## config.mk

```make
export PLATFORM = sky130hd
export DESIGN_NAME = input_capture_and_routing
export DESIGN_NICKNAME = d
export VERILOG_FILES = /design/src/hdl/input_capture_pkg.sv /design/src/hdl/source_selector.sv /design/src/hdl/input_capture_and_routing.sv
export SDC_FILE = /design/constraint.sdc
export NUM_CORES = 2
export LEC_CHECK = 0
export ABC_AREA = 1
export BUFFER_PORTS_ARGS = -buffer_cell sky130_fd_sc_hd__buf_2
export CAP_MARGIN = 20
export CORE_MARGIN = 5
export CORE_UTILIZATION = 45
export DETAILED_ROUTE_END_ITERATION = 10
export MAX_ROUTING_LAYER = met4
export PLACE_DENSITY = 0.64
export SLEW_MARGIN = 20
export SYNTH_ARGS = -nofsm -noshare
export SYNTH_HDL_FRONTEND = slang
export SYNTH_SLANG_ARGS = --single-unit
```

## constraint.sdc

```tcl
create_clock -name ref_clk -period 2.95 [get_ports ref_clk]
set_input_delay 0.4425 -clock ref_clk [delete_from_list [all_inputs] [get_ports ref_clk]]
set_output_delay 0.4425 -clock ref_clk [all_outputs]
set_load 0.005 [all_outputs]
```

## src/hdl/input_capture_pkg.sv

```systemverilog
// constants and carrier types for input capture and routing
package input_capture_pkg;

    // object addressing
    localparam logic [15:0] CAPTURE_INDEX = 16'h3241;
    localparam logic [15:0] ROUTE_INDEX = 16'h3242;
    localparam logic [7:0] SUB_ENTRY_COUNT = 8'h00;
    localparam logic [7:0] SUB_EDGE_SELECT = 8'h01;
    localparam logic [7:0] SUB_EVENT_COUNT = 8'h02;
    localparam logic [7:0] SUB_USER_POS = 8'h03;
    localparam logic [7:0] SUB_RAW_POS = 8'h04;
    localparam logic [7:0] ROUTE_SUB_FIRST = 8'h01;

    // entry counts and reset values
    localparam logic [7:0] CAPTURE_ENTRIES = 8'h04;
    localparam logic [7:0] ROUTE_ENTRIES = 8'h24;
    localparam int ROUTE_COUNT = 36;
    localparam logic [31:0] CAPTURE_RESET = 32'h0000_0000;
    localparam logic [7:0] ROUTE_RESET = 8'h00;

    // edge selection codes
    localparam logic [31:0] EDGE_OFF = 32'h0000_0000;
    localparam logic [31:0] EDGE_RISE = 32'h0000_0001;
    localparam logic [31:0] EDGE_FALL = 32'h0000_0002;
    localparam logic [31:0] EDGE_BOTH = 32'h0000_0003;

    // digital input 2 sits at bit 1 of the physical inputs
    localparam int CAPTURE_INPUT_BIT = 1;
    localparam logic [31:0] ROUTING_ON = 32'h0000_0001;

    // routing source codes, bit 7 selects the inverted form
    localparam logic [6:0] SRC_CONST = 7'h00;
    localparam logic [6:0] SRC_PHYS_FIRST = 7'h01;
    localparam logic [6:0] SRC_PHYS_LAST = 7'h10;
    localparam logic [6:0] SRC_ENC_A = 7'h44;
    localparam logic [6:0] SRC_ENC_B = 7'h45;
    localparam logic [6:0] SRC_ENC_INDEX = 7'h46;
    localparam logic [6:0] SRC_USB_POWER = 7'h47;
    localparam logic [6:0] SRC_DIP_FIRST = 7'h49;
    localparam logic [6:0] SRC_DIP_LAST = 7'h50;
    localparam int SRC_INVERT_BIT = 7;

    // every external level that the router can pick
    typedef struct packed {
        logic [15:0] phys;
        logic enc_a;
        logic enc_b;
        logic enc_index;
        logic usb_power;
        logic [7:0] dip;
    } input_sources_t;

    // one object access request
    typedef struct packed {
        logic req;
        logic write;
        logic [15:0] index;
        logic [7:0] subindex;
        logic [31:0] wdata;
    } od_request_t;

endpackage : input_capture_pkg

```

## src/hdl/source_selector.sv

```systemverilog
// picks one routed bit from the source set by its code
`timescale 1ns/1ps
module source_selector
    import input_capture_pkg::*;
(
    // selection
    input wire logic [7:0] code,
    input wire input_sources_t src,
    // result
    output logic bit_out
);

    always_comb begin
        logic [6:0] base;
        logic inv;
        logic valid;
        logic v;
        base = code[6:0];
        inv = code[SRC_INVERT_BIT];
        valid = 1'b1;
        v = 1'b0;
        // constant 0, and its inverse constant 1
        if (base == SRC_CONST) begin
            v = 1'b0;
        end else if (base >= SRC_PHYS_FIRST && base <= SRC_PHYS_LAST) begin
            v = src.phys[4'(base - SRC_PHYS_FIRST)];
        end else if (base == SRC_ENC_A) begin
            v = src.enc_a;
        end else if (base == SRC_ENC_B) begin
            v = src.enc_b;
        end else if (base == SRC_ENC_INDEX) begin
            v = src.enc_index;
        end else if (base == SRC_USB_POWER) begin
            v = src.usb_power;
        end else if (!inv && base >= SRC_DIP_FIRST &&
                     base <= SRC_DIP_LAST) begin
            // dip switches have no inverted form
            v = src.dip[3'(base - SRC_DIP_FIRST)];
        end else begin
            valid = 1'b0;
        end
        bit_out = valid ? (v ^ inv) : 1'b0;
    end

endmodule : source_selector

```

## src/hdl/input_capture_and_routing.sv

```systemverilog
// position capture on digital input 2 and input status routing
//
// Operation
// watch digital input 2; on a selected edge record encoder position
// edge select: 0 off, 1 rising, 2 falling, 3 both edges
// event counter counts captured edges since capturing started
// writing 1, 2 or 3 to edge select clears the event counter
// each capture stores the actual position in user units
// each capture stores the raw sensor position separately
// capture object reports 4 entries; all its fields reset to zero
// routing entry n drives bit n-1 of the input status word
// 36 writable 8-bit selectors, highest entry 24h, reset to 00h
// code 00h gives constant 0, code 80h gives constant 1
// 01h-10h pick physical inputs 1-16; 49h-50h pick dip switches 1-8
// 44h, 45h, 46h pick encoder A, B, index; 47h picks usb power
// 81h-90h pick inverted physical inputs 1-16
// C4h-C6h pick inverted encoder A, B, index; C7h inverted usb power
// selectors govern the status word only while routing enable is 1
// any unassigned source code yields constant 0
// capture input is synchronised; edges come from consecutive samples
`timescale 1ns/1ps
module input_capture_and_routing
    import input_capture_pkg::*;
#(
    parameter int NUM_ROUTES = ROUTE_COUNT
) (
    // clock and reset
    input wire logic ref_clk,
    input wire logic rst_n,
    // object access port
    input wire od_request_t od_request,
    output logic od_ack,
    output logic od_error,
    output logic [31:0] od_rdata,
    // pins
    input wire logic [15:0] phys_in,
    input wire logic enc_a_in,
    input wire logic enc_b_in,
    input wire logic enc_index_in,
    input wire logic usb_power_in,
    input wire logic [7:0] dip_switch_in,
    // position sources, same clock
    input wire logic [31:0] actual_position_user_units,
    input wire logic [31:0] raw_sensor_position,
    // routing control from the input control logic
    input wire logic [31:0] routing_enable,
    input wire logic [NUM_ROUTES-1:0] default_status_word,
    // results
    output logic [NUM_ROUTES-1:0] digital_input_status_word,
    output logic capture_strobe
);

    localparam int SRC_W = $bits(input_sources_t);
    localparam int SLOT_W = $clog2(NUM_ROUTES);

    function automatic logic route_hit(input logic [15:0] idx,
                                       input logic [7:0] sub);
        route_hit = idx == ROUTE_INDEX && sub >= ROUTE_SUB_FIRST &&
                    sub <= 8'(NUM_ROUTES);
    endfunction : route_hit

    function automatic logic capture_hit(input logic [15:0] idx,
                                         input logic [7:0] sub);
        capture_hit = idx == CAPTURE_INDEX && sub <= CAPTURE_ENTRIES;
    endfunction : capture_hit

    function automatic logic starts_capture(input logic [31:0] mode);
        starts_capture = mode == EDGE_RISE || mode == EDGE_FALL ||
                         mode == EDGE_BOTH;
    endfunction : starts_capture

    // pin synchroniser, first stage read by the second only
    logic [SRC_W-1:0] sync1_q;
    logic [SRC_W-1:0] sync2_q;
    logic [SRC_W-1:0] sync3_q;
    logic [SRC_W-1:0] filt_q;
    input_sources_t pins;
    input_sources_t src;

    always_comb begin
        pins.phys = phys_in;
        pins.enc_a = enc_a_in;
        pins.enc_b = enc_b_in;
        pins.enc_index = enc_index_in;
        pins.usb_power = usb_power_in;
        pins.dip = dip_switch_in;
    end

    always_ff @(posedge ref_clk or negedge rst_n) begin
        if (!rst_n) begin
            sync1_q <= '0;
            sync2_q <= '0;
            sync3_q <= '0;
        end else begin
            sync1_q <= pins;
            sync2_q <= sync1_q;
            sync3_q <= sync2_q;
        end
    end

    // a level counts only once stages two and three agree
    always_ff @(posedge ref_clk or negedge rst_n) begin
        if (!rst_n) begin
            filt_q <= '0;
        end else begin
            filt_q <= (~(sync2_q ^ sync3_q) & sync3_q) |
                      ((sync2_q ^ sync3_q) & filt_q);
        end
    end

    assign src = input_sources_t'(filt_q);

    // edge detection on digital input 2
    logic cap_prev_q;
    logic cap_now;
    logic rise;
    logic fall;
    logic edge_hit;

    assign cap_now = src.phys[CAPTURE_INPUT_BIT];

    always_ff @(posedge ref_clk or negedge rst_n) begin
        if (!rst_n) begin
            cap_prev_q <= 1'b0;
        end else begin
            cap_prev_q <= cap_now;
        end
    end

    assign rise = cap_now & ~cap_prev_q;
    assign fall = ~cap_now & cap_prev_q;

    // capture registers
    logic [31:0] edge_select_q;
    logic [31:0] event_count_q;
    logic [31:0] event_count_d;
    logic [31:0] user_pos_q;
    logic [31:0] raw_pos_q;

    always_comb begin
        unique case (edge_select_q)
            EDGE_RISE: edge_hit = rise;
            EDGE_FALL: edge_hit = fall;
            EDGE_BOTH: edge_hit = rise | fall;
            default: edge_hit = 1'b0;
        endcase
    end

    // access decode
    logic wr;
    logic cap_wr;
    logic sel_wr;
    logic cnt_wr;
    logic upos_wr;
    logic rpos_wr;
    logic start_wr;

    assign wr = od_request.req & od_request.write;
    assign cap_wr = wr && od_request.index == CAPTURE_INDEX;
    assign sel_wr = cap_wr && od_request.subindex == SUB_EDGE_SELECT;
    assign cnt_wr = cap_wr && od_request.subindex == SUB_EVENT_COUNT;
    assign upos_wr = cap_wr && od_request.subindex == SUB_USER_POS;
    assign rpos_wr = cap_wr && od_request.subindex == SUB_RAW_POS;
    // only a real start code clears; writing off keeps the count
    assign start_wr = sel_wr && starts_capture(od_request.wdata);

    always_ff @(posedge ref_clk or negedge rst_n) begin
        if (!rst_n) begin
            edge_select_q <= CAPTURE_RESET;
        end else if (sel_wr) begin
            edge_select_q <= od_request.wdata;
        end
    end

    // a capture in the clearing cycle still counts, set beats clear
    always_comb begin
        event_count_d = event_count_q;
        if (start_wr) begin
            event_count_d = CAPTURE_RESET;
        end else if (cnt_wr) begin
            event_count_d = od_request.wdata;
        end
        if (edge_hit) begin
            event_count_d = event_count_d + 32'h0000_0001;
        end
    end

    always_ff @(posedge ref_clk or negedge rst_n) begin
        if (!rst_n) begin
            event_count_q <= CAPTURE_RESET;
        end else begin
            event_count_q <= event_count_d;
        end
    end

    // a capture beats a software write in the same cycle
    always_ff @(posedge ref_clk or negedge rst_n) begin
        if (!rst_n) begin
            user_pos_q <= CAPTURE_RESET;
        end else if (edge_hit) begin
            user_pos_q <= actual_position_user_units;
        end else if (upos_wr) begin
            user_pos_q <= od_request.wdata;
        end
    end

    always_ff @(posedge ref_clk or negedge rst_n) begin
        if (!rst_n) begin
            raw_pos_q <= CAPTURE_RESET;
        end else if (edge_hit) begin
            raw_pos_q <= raw_sensor_position;
        end else if (rpos_wr) begin
            raw_pos_q <= od_request.wdata;
        end
    end

    always_ff @(posedge ref_clk or negedge rst_n) begin
        if (!rst_n) begin
            capture_strobe <= 1'b0;
        end else begin
            capture_strobe <= edge_hit;
        end
    end

    // routing selectors
    logic [7:0] route_sel_q [NUM_ROUTES];
    logic [SLOT_W-1:0] slot;
    logic [NUM_ROUTES-1:0] routed;
    logic [NUM_ROUTES-1:0] status_d;

    assign slot = SLOT_W'(od_request.subindex - ROUTE_SUB_FIRST);

    always_ff @(posedge ref_clk or negedge rst_n) begin
        if (!rst_n) begin
            for (int i = 0; i < NUM_ROUTES; i++) begin
                route_sel_q[i] <= ROUTE_RESET;
            end
        end else if (wr && route_hit(od_request.index, od_request.subindex))
        begin
            route_sel_q[slot] <= od_request.wdata[7:0];
        end
    end

    // one selector per status bit
    generate
        for (genvar n = 0; n < NUM_ROUTES; n++) begin : g_route
            source_selector u_sel (
                .code(route_sel_q[n]),
                .src(src),
                .bit_out(routed[n])
            );
        end
    endgenerate

    // routing only takes over on the exact enable value
    always_comb begin
        status_d = default_status_word;
        if (routing_enable == ROUTING_ON) begin
            status_d = routed;
        end
    end

    always_ff @(posedge ref_clk or negedge rst_n) begin
        if (!rst_n) begin
            digital_input_status_word <= '0;
        end else begin
            digital_input_status_word <= status_d;
        end
    end

    // object access answer, one cycle after the request
    logic known;
    logic ro_wr;
    logic refused;
    logic rd_req;
    logic [31:0] cap_rdata;
    logic [31:0] route_rdata;
    logic [31:0] rdata_d;

    assign known = capture_hit(od_request.index, od_request.subindex) ||
                   route_hit(od_request.index, od_request.subindex) ||
                   (od_request.index == ROUTE_INDEX &&
                    od_request.subindex == SUB_ENTRY_COUNT);
    assign ro_wr = od_request.write &&
                   od_request.subindex == SUB_ENTRY_COUNT;
    assign refused = !known || ro_wr;
    assign rd_req = od_request.req && !od_request.write;

    always_comb begin
        unique case (od_request.subindex)
            SUB_ENTRY_COUNT: cap_rdata = 32'(CAPTURE_ENTRIES);
            SUB_EDGE_SELECT: cap_rdata = edge_select_q;
            SUB_EVENT_COUNT: cap_rdata = event_count_q;
            SUB_USER_POS: cap_rdata = user_pos_q;
            SUB_RAW_POS: cap_rdata = raw_pos_q;
            default: cap_rdata = 32'h0000_0000;
        endcase
    end

    // selectors read back zero-extended to the word
    always_comb begin
        route_rdata = 32'h0000_0000;
        if (od_request.subindex == SUB_ENTRY_COUNT) begin
            route_rdata = 32'(ROUTE_ENTRIES);
        end else if (route_hit(od_request.index, od_request.subindex)) begin
            route_rdata = {24'h00_0000, route_sel_q[slot]};
        end
    end

    always_comb begin
        rdata_d = 32'h0000_0000;
        if (od_request.index == CAPTURE_INDEX) begin
            rdata_d = cap_rdata;
        end else if (od_request.index == ROUTE_INDEX) begin
            rdata_d = route_rdata;
        end
    end

    always_ff @(posedge ref_clk or negedge rst_n) begin
        if (!rst_n) begin
            od_ack <= 1'b0;
        end else begin
            od_ack <= od_request.req;
        end
    end

    // refused accesses change no state, they only answer with an error
    always_ff @(posedge ref_clk or negedge rst_n) begin
        if (!rst_n) begin
            od_error <= 1'b0;
        end else begin
            od_error <= od_request.req && refused;
        end
    end

    // read data holds between reads so it can be picked up late
    always_ff @(posedge ref_clk or negedge rst_n) begin
        if (!rst_n) begin
            od_rdata <= 32'h0000_0000;
        end else if (rd_req) begin
            od_rdata <= rdata_d;
        end
    end

endmodule : input_capture_and_routing

```

# Word level (Yosys, flattened, before mapping)
# Index checks and enable logic that the tools add are counted.
# W data, S select, Z words.
dict set report word_totals {
  ff_bits 600
  latchBits 0
  mem_bits_rw 0
  mem_bits_ro 0
  out_inout_bits 71
  elab_cells 1459
  memories 0
}
dict set report op_classes {
  n_addsub 74
  multipliers 0
  div_mod_pow 0
  magnitude_cmp 221
  n_eq_ne 157
  shifts 0
  mux 704
  n_bitwise 48
  reduce_logical 205
}
# op count
set ops {}
lappend ops {{$eq A7 B7 Y1 const B} 144}
lappend ops {{$mux W1} 612}
lappend ops {{$mux W32} 10}
lappend ops {{$bwmux W288} 1}
lappend ops {{$ge A7 B7 Y1 const B} 37}
lappend ops {{$ge A7 B1 Y1 const B} 36}
lappend ops {{$le A7 B5 Y1 const B} 36}
lappend ops {{$le A7 B7 Y1 const B} 36}
lappend ops {{$logic_not A7 Y1} 36}
lappend ops {{$lt A4 B5 Y1 const B} 36}
lappend ops {{$pmux W32 S5} 1}
lappend ops {{$bmux W1 S4} 36}
lappend ops {{$lt A3 B4 Y1 const B} 36}
lappend ops {{$sub A4 B1 Y4 const B} 36}
lappend ops {{$eq A32 B2 Y1 const B} 4}
lappend ops {{$logic_and A1 B1 Y1} 123}
lappend ops {{$bmux W1 S3} 36}
lappend ops {{$sub A3 B1 Y3 const B} 36}
lappend ops {{$eq A32 B1 Y1 const B} 3}
lappend ops {{$and A28 B28 Y28} 2}
lappend ops {{$bmux W8 S6} 1}
lappend ops {{$demux W8 S6} 1}
lappend ops {{$logic_not A1 Y1} 38}
lappend ops {{$mux W36} 1}
lappend ops {{23 further kinds} 71}

# Depth between registers and ports, before layout
dict set report logic_depth {
  depth_word 13
  depth_mapped 23
  ltp_nobuf 20
}

# By module
# A second synthesis with hierarchy kept.
dict set report unflattened {
  hier_cells 7285
  area_unflattened_um2 47117.7
}
# mod instances cells_each area_each_um2
set modules_own_cells {}
lappend modules_own_cells {input_capture_and_routing 1 2881 26668.1}
lappend modules_own_cells {{source_selector (g_route[0].u_sel ...)} 30 122 565.5}
lappend modules_own_cells {{source_selector (g_route[4].u_sel ...)} 6 124 580.6}

# Worst setup path before layout
# Ideal clock, no wire load.
dict set report synth_timing {
  path_kind {input to register}
  from {input od_request[32] (netlist bit)}
  to {register event_count_q[26]}
  setup_time_ns 0.117
  t_arrival_ns 3.363
  slack_ns -0.530
  path_stages 21
  path_buffers 3
  path_cell_list {buf_2 > inv_1 > clkbuf_1 > clkbuf_1 > ha_1 > nand2_2 > nor2_4 > nand4_4 > o21ai_0 > inv_1 > nor2_1 > ha_1 > inv_1 > nor2_1 > nand3_1 > nor2_2 > nand4_2 > nor2_4 > nand3_1 > nand2_1 > nand2_1}
}
dict set report synth_between {
  elab_chain_cells 6
}
# item line
set synth_lines {}
lappend synth_lines {{start, declared} input_capture_and_routing.sv:31} ;# input wire od_request_t od_request,
lappend synth_lines {{$eq A8 B2 Y1 or $eq A8 B1 Y1 (tied branches)} {input_capture_and_routing.sv:161, input_capture_and_routing.sv:160}}
lappend synth_lines {{$logic_and A1 B1 Y1 (on tied branches)} {input_capture_and_routing.sv:161, input_capture_and_routing.sv:160}}
lappend synth_lines {{$mux W32 or $logic_and A1 B1 Y1 (tied branches)} {input_capture_and_routing.sv:180, input_capture_and_routing.sv:165}}
lappend synth_lines {{$mux W32 *} input_capture_and_routing.sv:178} ;# if (start_wr) begin
lappend synth_lines {{$add A32 B1 Y32} input_capture_and_routing.sv:184} ;# event_count_d = event_count_d + 32'h0000_0001;
lappend synth_lines {{$mux W32 *} input_capture_and_routing.sv:183} ;# if (edge_hit) begin
lappend synth_lines {{net event_count_d[26]} input_capture_and_routing.sv:136} ;# logic [31:0] event_count_d;
lappend synth_lines {{end signal, assigned} input_capture_and_routing.sv:192} ;# event_count_q <= event_count_d;
lappend synth_lines {{end, declared} input_capture_and_routing.sv:135} ;# logic [31:0] event_count_q;
# The timed path passes the listed nets; every way through them passes the cells marked *.
# A chain may end at the register's enable or synchronous reset.

==> metrics <==
P per Cell Area slightly above 400 nW/um^2; Num CTS Buffers 75; actual slew at the worst max-slew pin roughly 0.96 ns; Mapped Area 44,900 um^2; CP most frequent cell nor2_1; Clock Path Buffers 3; most common cell after layout, fill and taps aside nand2_1; Max stage delay on crit path between 0.6 and 0.7 ns; largest net degree at the start of global routing 127; Synth cell types 60; RSZ-0062 raised after global routing no; TritonCTS clock tree yes; Die Ht 326 um; syn_nets between 7k and 8k; vias in the first global route roughly 46k; final hold slack 0.0334 ns; Yosys reg bits 600; first-pass GRT wire length around 280,000 um; CTS sink cnt 600; area grow syn2layout 17.9%; Worst-Skew Late Latency 0.66 ns; worst-path fanout max 23; gpl congestion about 1.0; leading register cell type out of synthesis dfrtp_1; post_cts resized 0; initial antenna violation count 6; layout cell share with drive strength beyond 1 11.7%; cell count after synthesis 6,704; Total GRT Usage 35.6%; CP cell instances buf_4, ha_1, inv_1, nor3_1, nor2_1, nor2_1, nand2_1, inv_2, a21oi_4, buf_12, a211oi_1, a21oi_1; Tmin final 2.79 ns; Post-synth EDFFs 0; CTS H-tree lvls 3; DRT iter0 DRCs between 6k and 7k; min-delay worst type in2reg; drt total wl 191,000 um; fillers 9,811; Final nets between 7k and 8k; CP Data Arrival Time 3.36 ns; Root Buffer clkbuf_16; Remaining DRCs 0; grt total ovfl 0; wire per inst 22.5 um; max-slew violations 0; Post-CTS Setup Bufs 0; average cell area after synthesis 6.70 um^2; vias per cell ~6; Async S/R FF share, synth 100%; Peak VDD IR 0.499 mV; CP max stage cell a21oi_4; initial core utilization between 40% and 50%; most frequent cells in the layout nand2_1, o21ai_0, inv_1; clock transition at the registers of the reported paths approximately 0.060 ns; via count 50.1k; Worst Clk Skew 0.0261 ns; Die Area 106,000 um^2; Core ar. 99,600 um^2; setup TNS 0 ns; first drt pass iteration count 7; register area share after synthesis 33.4%; final worst-path cycle share 94.5%; Max transition margin 35.7%; DP Wirelength 132,000 um; crit path capture type flop; highest clock rate 0.359 GHz; Leak between 20 and 25 nW; endpoints failing hold 0; Setup crit start kind flop; Placement Rows approximately 120; Ys Warns 0; ANT nets after route 0; # IOs 291; Reg area 15,000 um^2; Core Util, Final 53.2%; Crit path required time 3.52 ns; Worst R2R Setup Slack around 0.16 ns; multi-input logic area 25,800 um^2; # setup viols final 0; MaxCap Viol Count 0; die width 326 um; run status finished, final reports clean; WS Path Type reg2reg; PortBufs 290
## worst paths after layout
kind	from	end	depth (start not counted)
setup / recovery	flop	user_pos_q[28]	12
hold / removal	default_status_word[16]	digital_input_status_word[16]	3
setup reg to reg	flop	user_pos_q[28]	12
hold reg to reg	sync1_q[5]	sync2_q[5]	0
max in group asynchronous	rst_n	sync1_q[25]	4
min in group asynchronous	rst_n	sync3_q[2]	2
## worst max-delay path: cells and delay by family, from the launching register on
kind                       cells  cell delay (ns)
buffers and inverters          4             0.69
adders and majority gates      1             0.25
and+or+nand+nor                4             0.54
AOI/OAI and AO/OA              3             0.81
DFF                            1             0.38
## cell type report
class	count	share of cell area [%]
inverter	711	5.05
clock buffer	97	3.97
clock inverter	36	0.942
sequential	600	28.4
tap	1298	3.07
antenna	3	0.0142
timing repair buffer	713	9.97
multi-input combinational	4998	48.6
## power breakdown
part	switching, mW	internal (mW)
clock	3.94	5.92
combinational	2.23	0.939
sequential	0.165	8.38
total	6.33	15.2
## cell families after synthesis
| logic type | synth area share (%) |
|---|---|
| xor gates and xnor gates | 1.23 |
| buffers and inverters | 9.39 |
| adders and majority gates | 5.75 |
| DFF | 33.4 |
| AOI/OAI and AO/OA | 23.6 |
| and+or+nand+nor | 26.5 |
| muxes | 0.0891 |
## per-stage QoR
stage                     power [mW]  area, um^2  std cells  setup WS, ns
after floorplan                 9.79       45000       6704       0.00893
after global placement          11.6       49700       8258       -0.0455
after detailed placement        11.7       49700       8258       -0.0630
after CTS                       21.6       53000       8453         0.223
after global routing            22.2       53000       8455        0.0218
final                           21.6       53000       8456         0.164
## cells in the mapped netlist (3+ instances only)
| library cell | count | share of area [%] |
|---|---|---|
| o31ai_1 | 5 | 0.084 |
| o211ai_1 | 98 | 1.6 |
| ha_1 | 184 | 5.1 |
| a221oi_1 | 40 | 0.78 |
| mux2i_1 | 4 | 0.089 |
| a21oi_1 | 623 | 6.9 |
| nor3_1 | 124 | 1.4 |
| xor2_1 | 27 | 0.53 |
| buf_4 | 6 | 0.10 |
| buf_1 | 35 | 0.29 |
| nand2_1 | 1376 | 11 |
| maj3_1 | 28 | 0.62 |
| nand3_1 | 470 | 5.2 |
| o21bai_1 | 4 | 0.067 |
| o22ai_1 | 53 | 0.74 |
| or2_2 | 5 | 0.070 |
| xnor2_1 | 34 | 0.66 |
| buf_2 | 28 | 0.31 |
| a31oi_1 | 18 | 0.25 |
| o21ai_1 | 5 | 0.056 |
| inv_1 | 690 | 5.8 |
| o21ai_0 | 916 | 10 |
| o2111ai_1 | 9 | 0.18 |
| o221ai_1 | 28 | 0.55 |
| inv_2 | 6 | 0.050 |
| o21a_1 | 3 | 0.050 |
| nor4_1 | 50 | 0.70 |
| clkinv_1 | 15 | 0.13 |
| a22oi_1 | 39 | 0.65 |
| a211oi_1 | 44 | 0.74 |
| nor2_4 | 5 | 0.13 |
| clkbuf_1 | 325 | 2.7 |
| and3_1 | 5 | 0.070 |
| a21boi_0 | 12 | 0.20 |
| dfrtp_1 | 600 | 33 |
| nand3b_1 | 25 | 0.42 |
| a2111oi_0 | 3 | 0.058 |
| nor2_1 | 601 | 5.0 |
| o311ai_0 | 10 | 0.19 |
| nand4_1 | 120 | 1.7 |
| nor2_2 | 7 | 0.097 |
## layer usage
layer  up-vias  share of wire (%)  wire length [um]  track usage [%]
met5         -                  0                 0                -
met4         0                5.6             10700             16.9
met3       640                 11             21700             6.80
met2      2936                 43             82100             53.3
met1     23100                 40             76000             46.7
li1      23500                  -                 -                -
## what timing repair did
item	4_1_cts	5_1_grt
hold endpoints to repair	80	0
setup endpoints to repair	0	0
hold buffers	62	0
## sequential cells by signal, indices dropped and copies added, names as in the netlist, 32 cells and up, named ones only
signal,cells
raw_pos_q,32
od_rdata,32
user_pos_q,32
event_count_q,32
edge_select_q,32
route_sel_q,288
digital_input_status_word,36
Power figures use the tool's default switching activity.
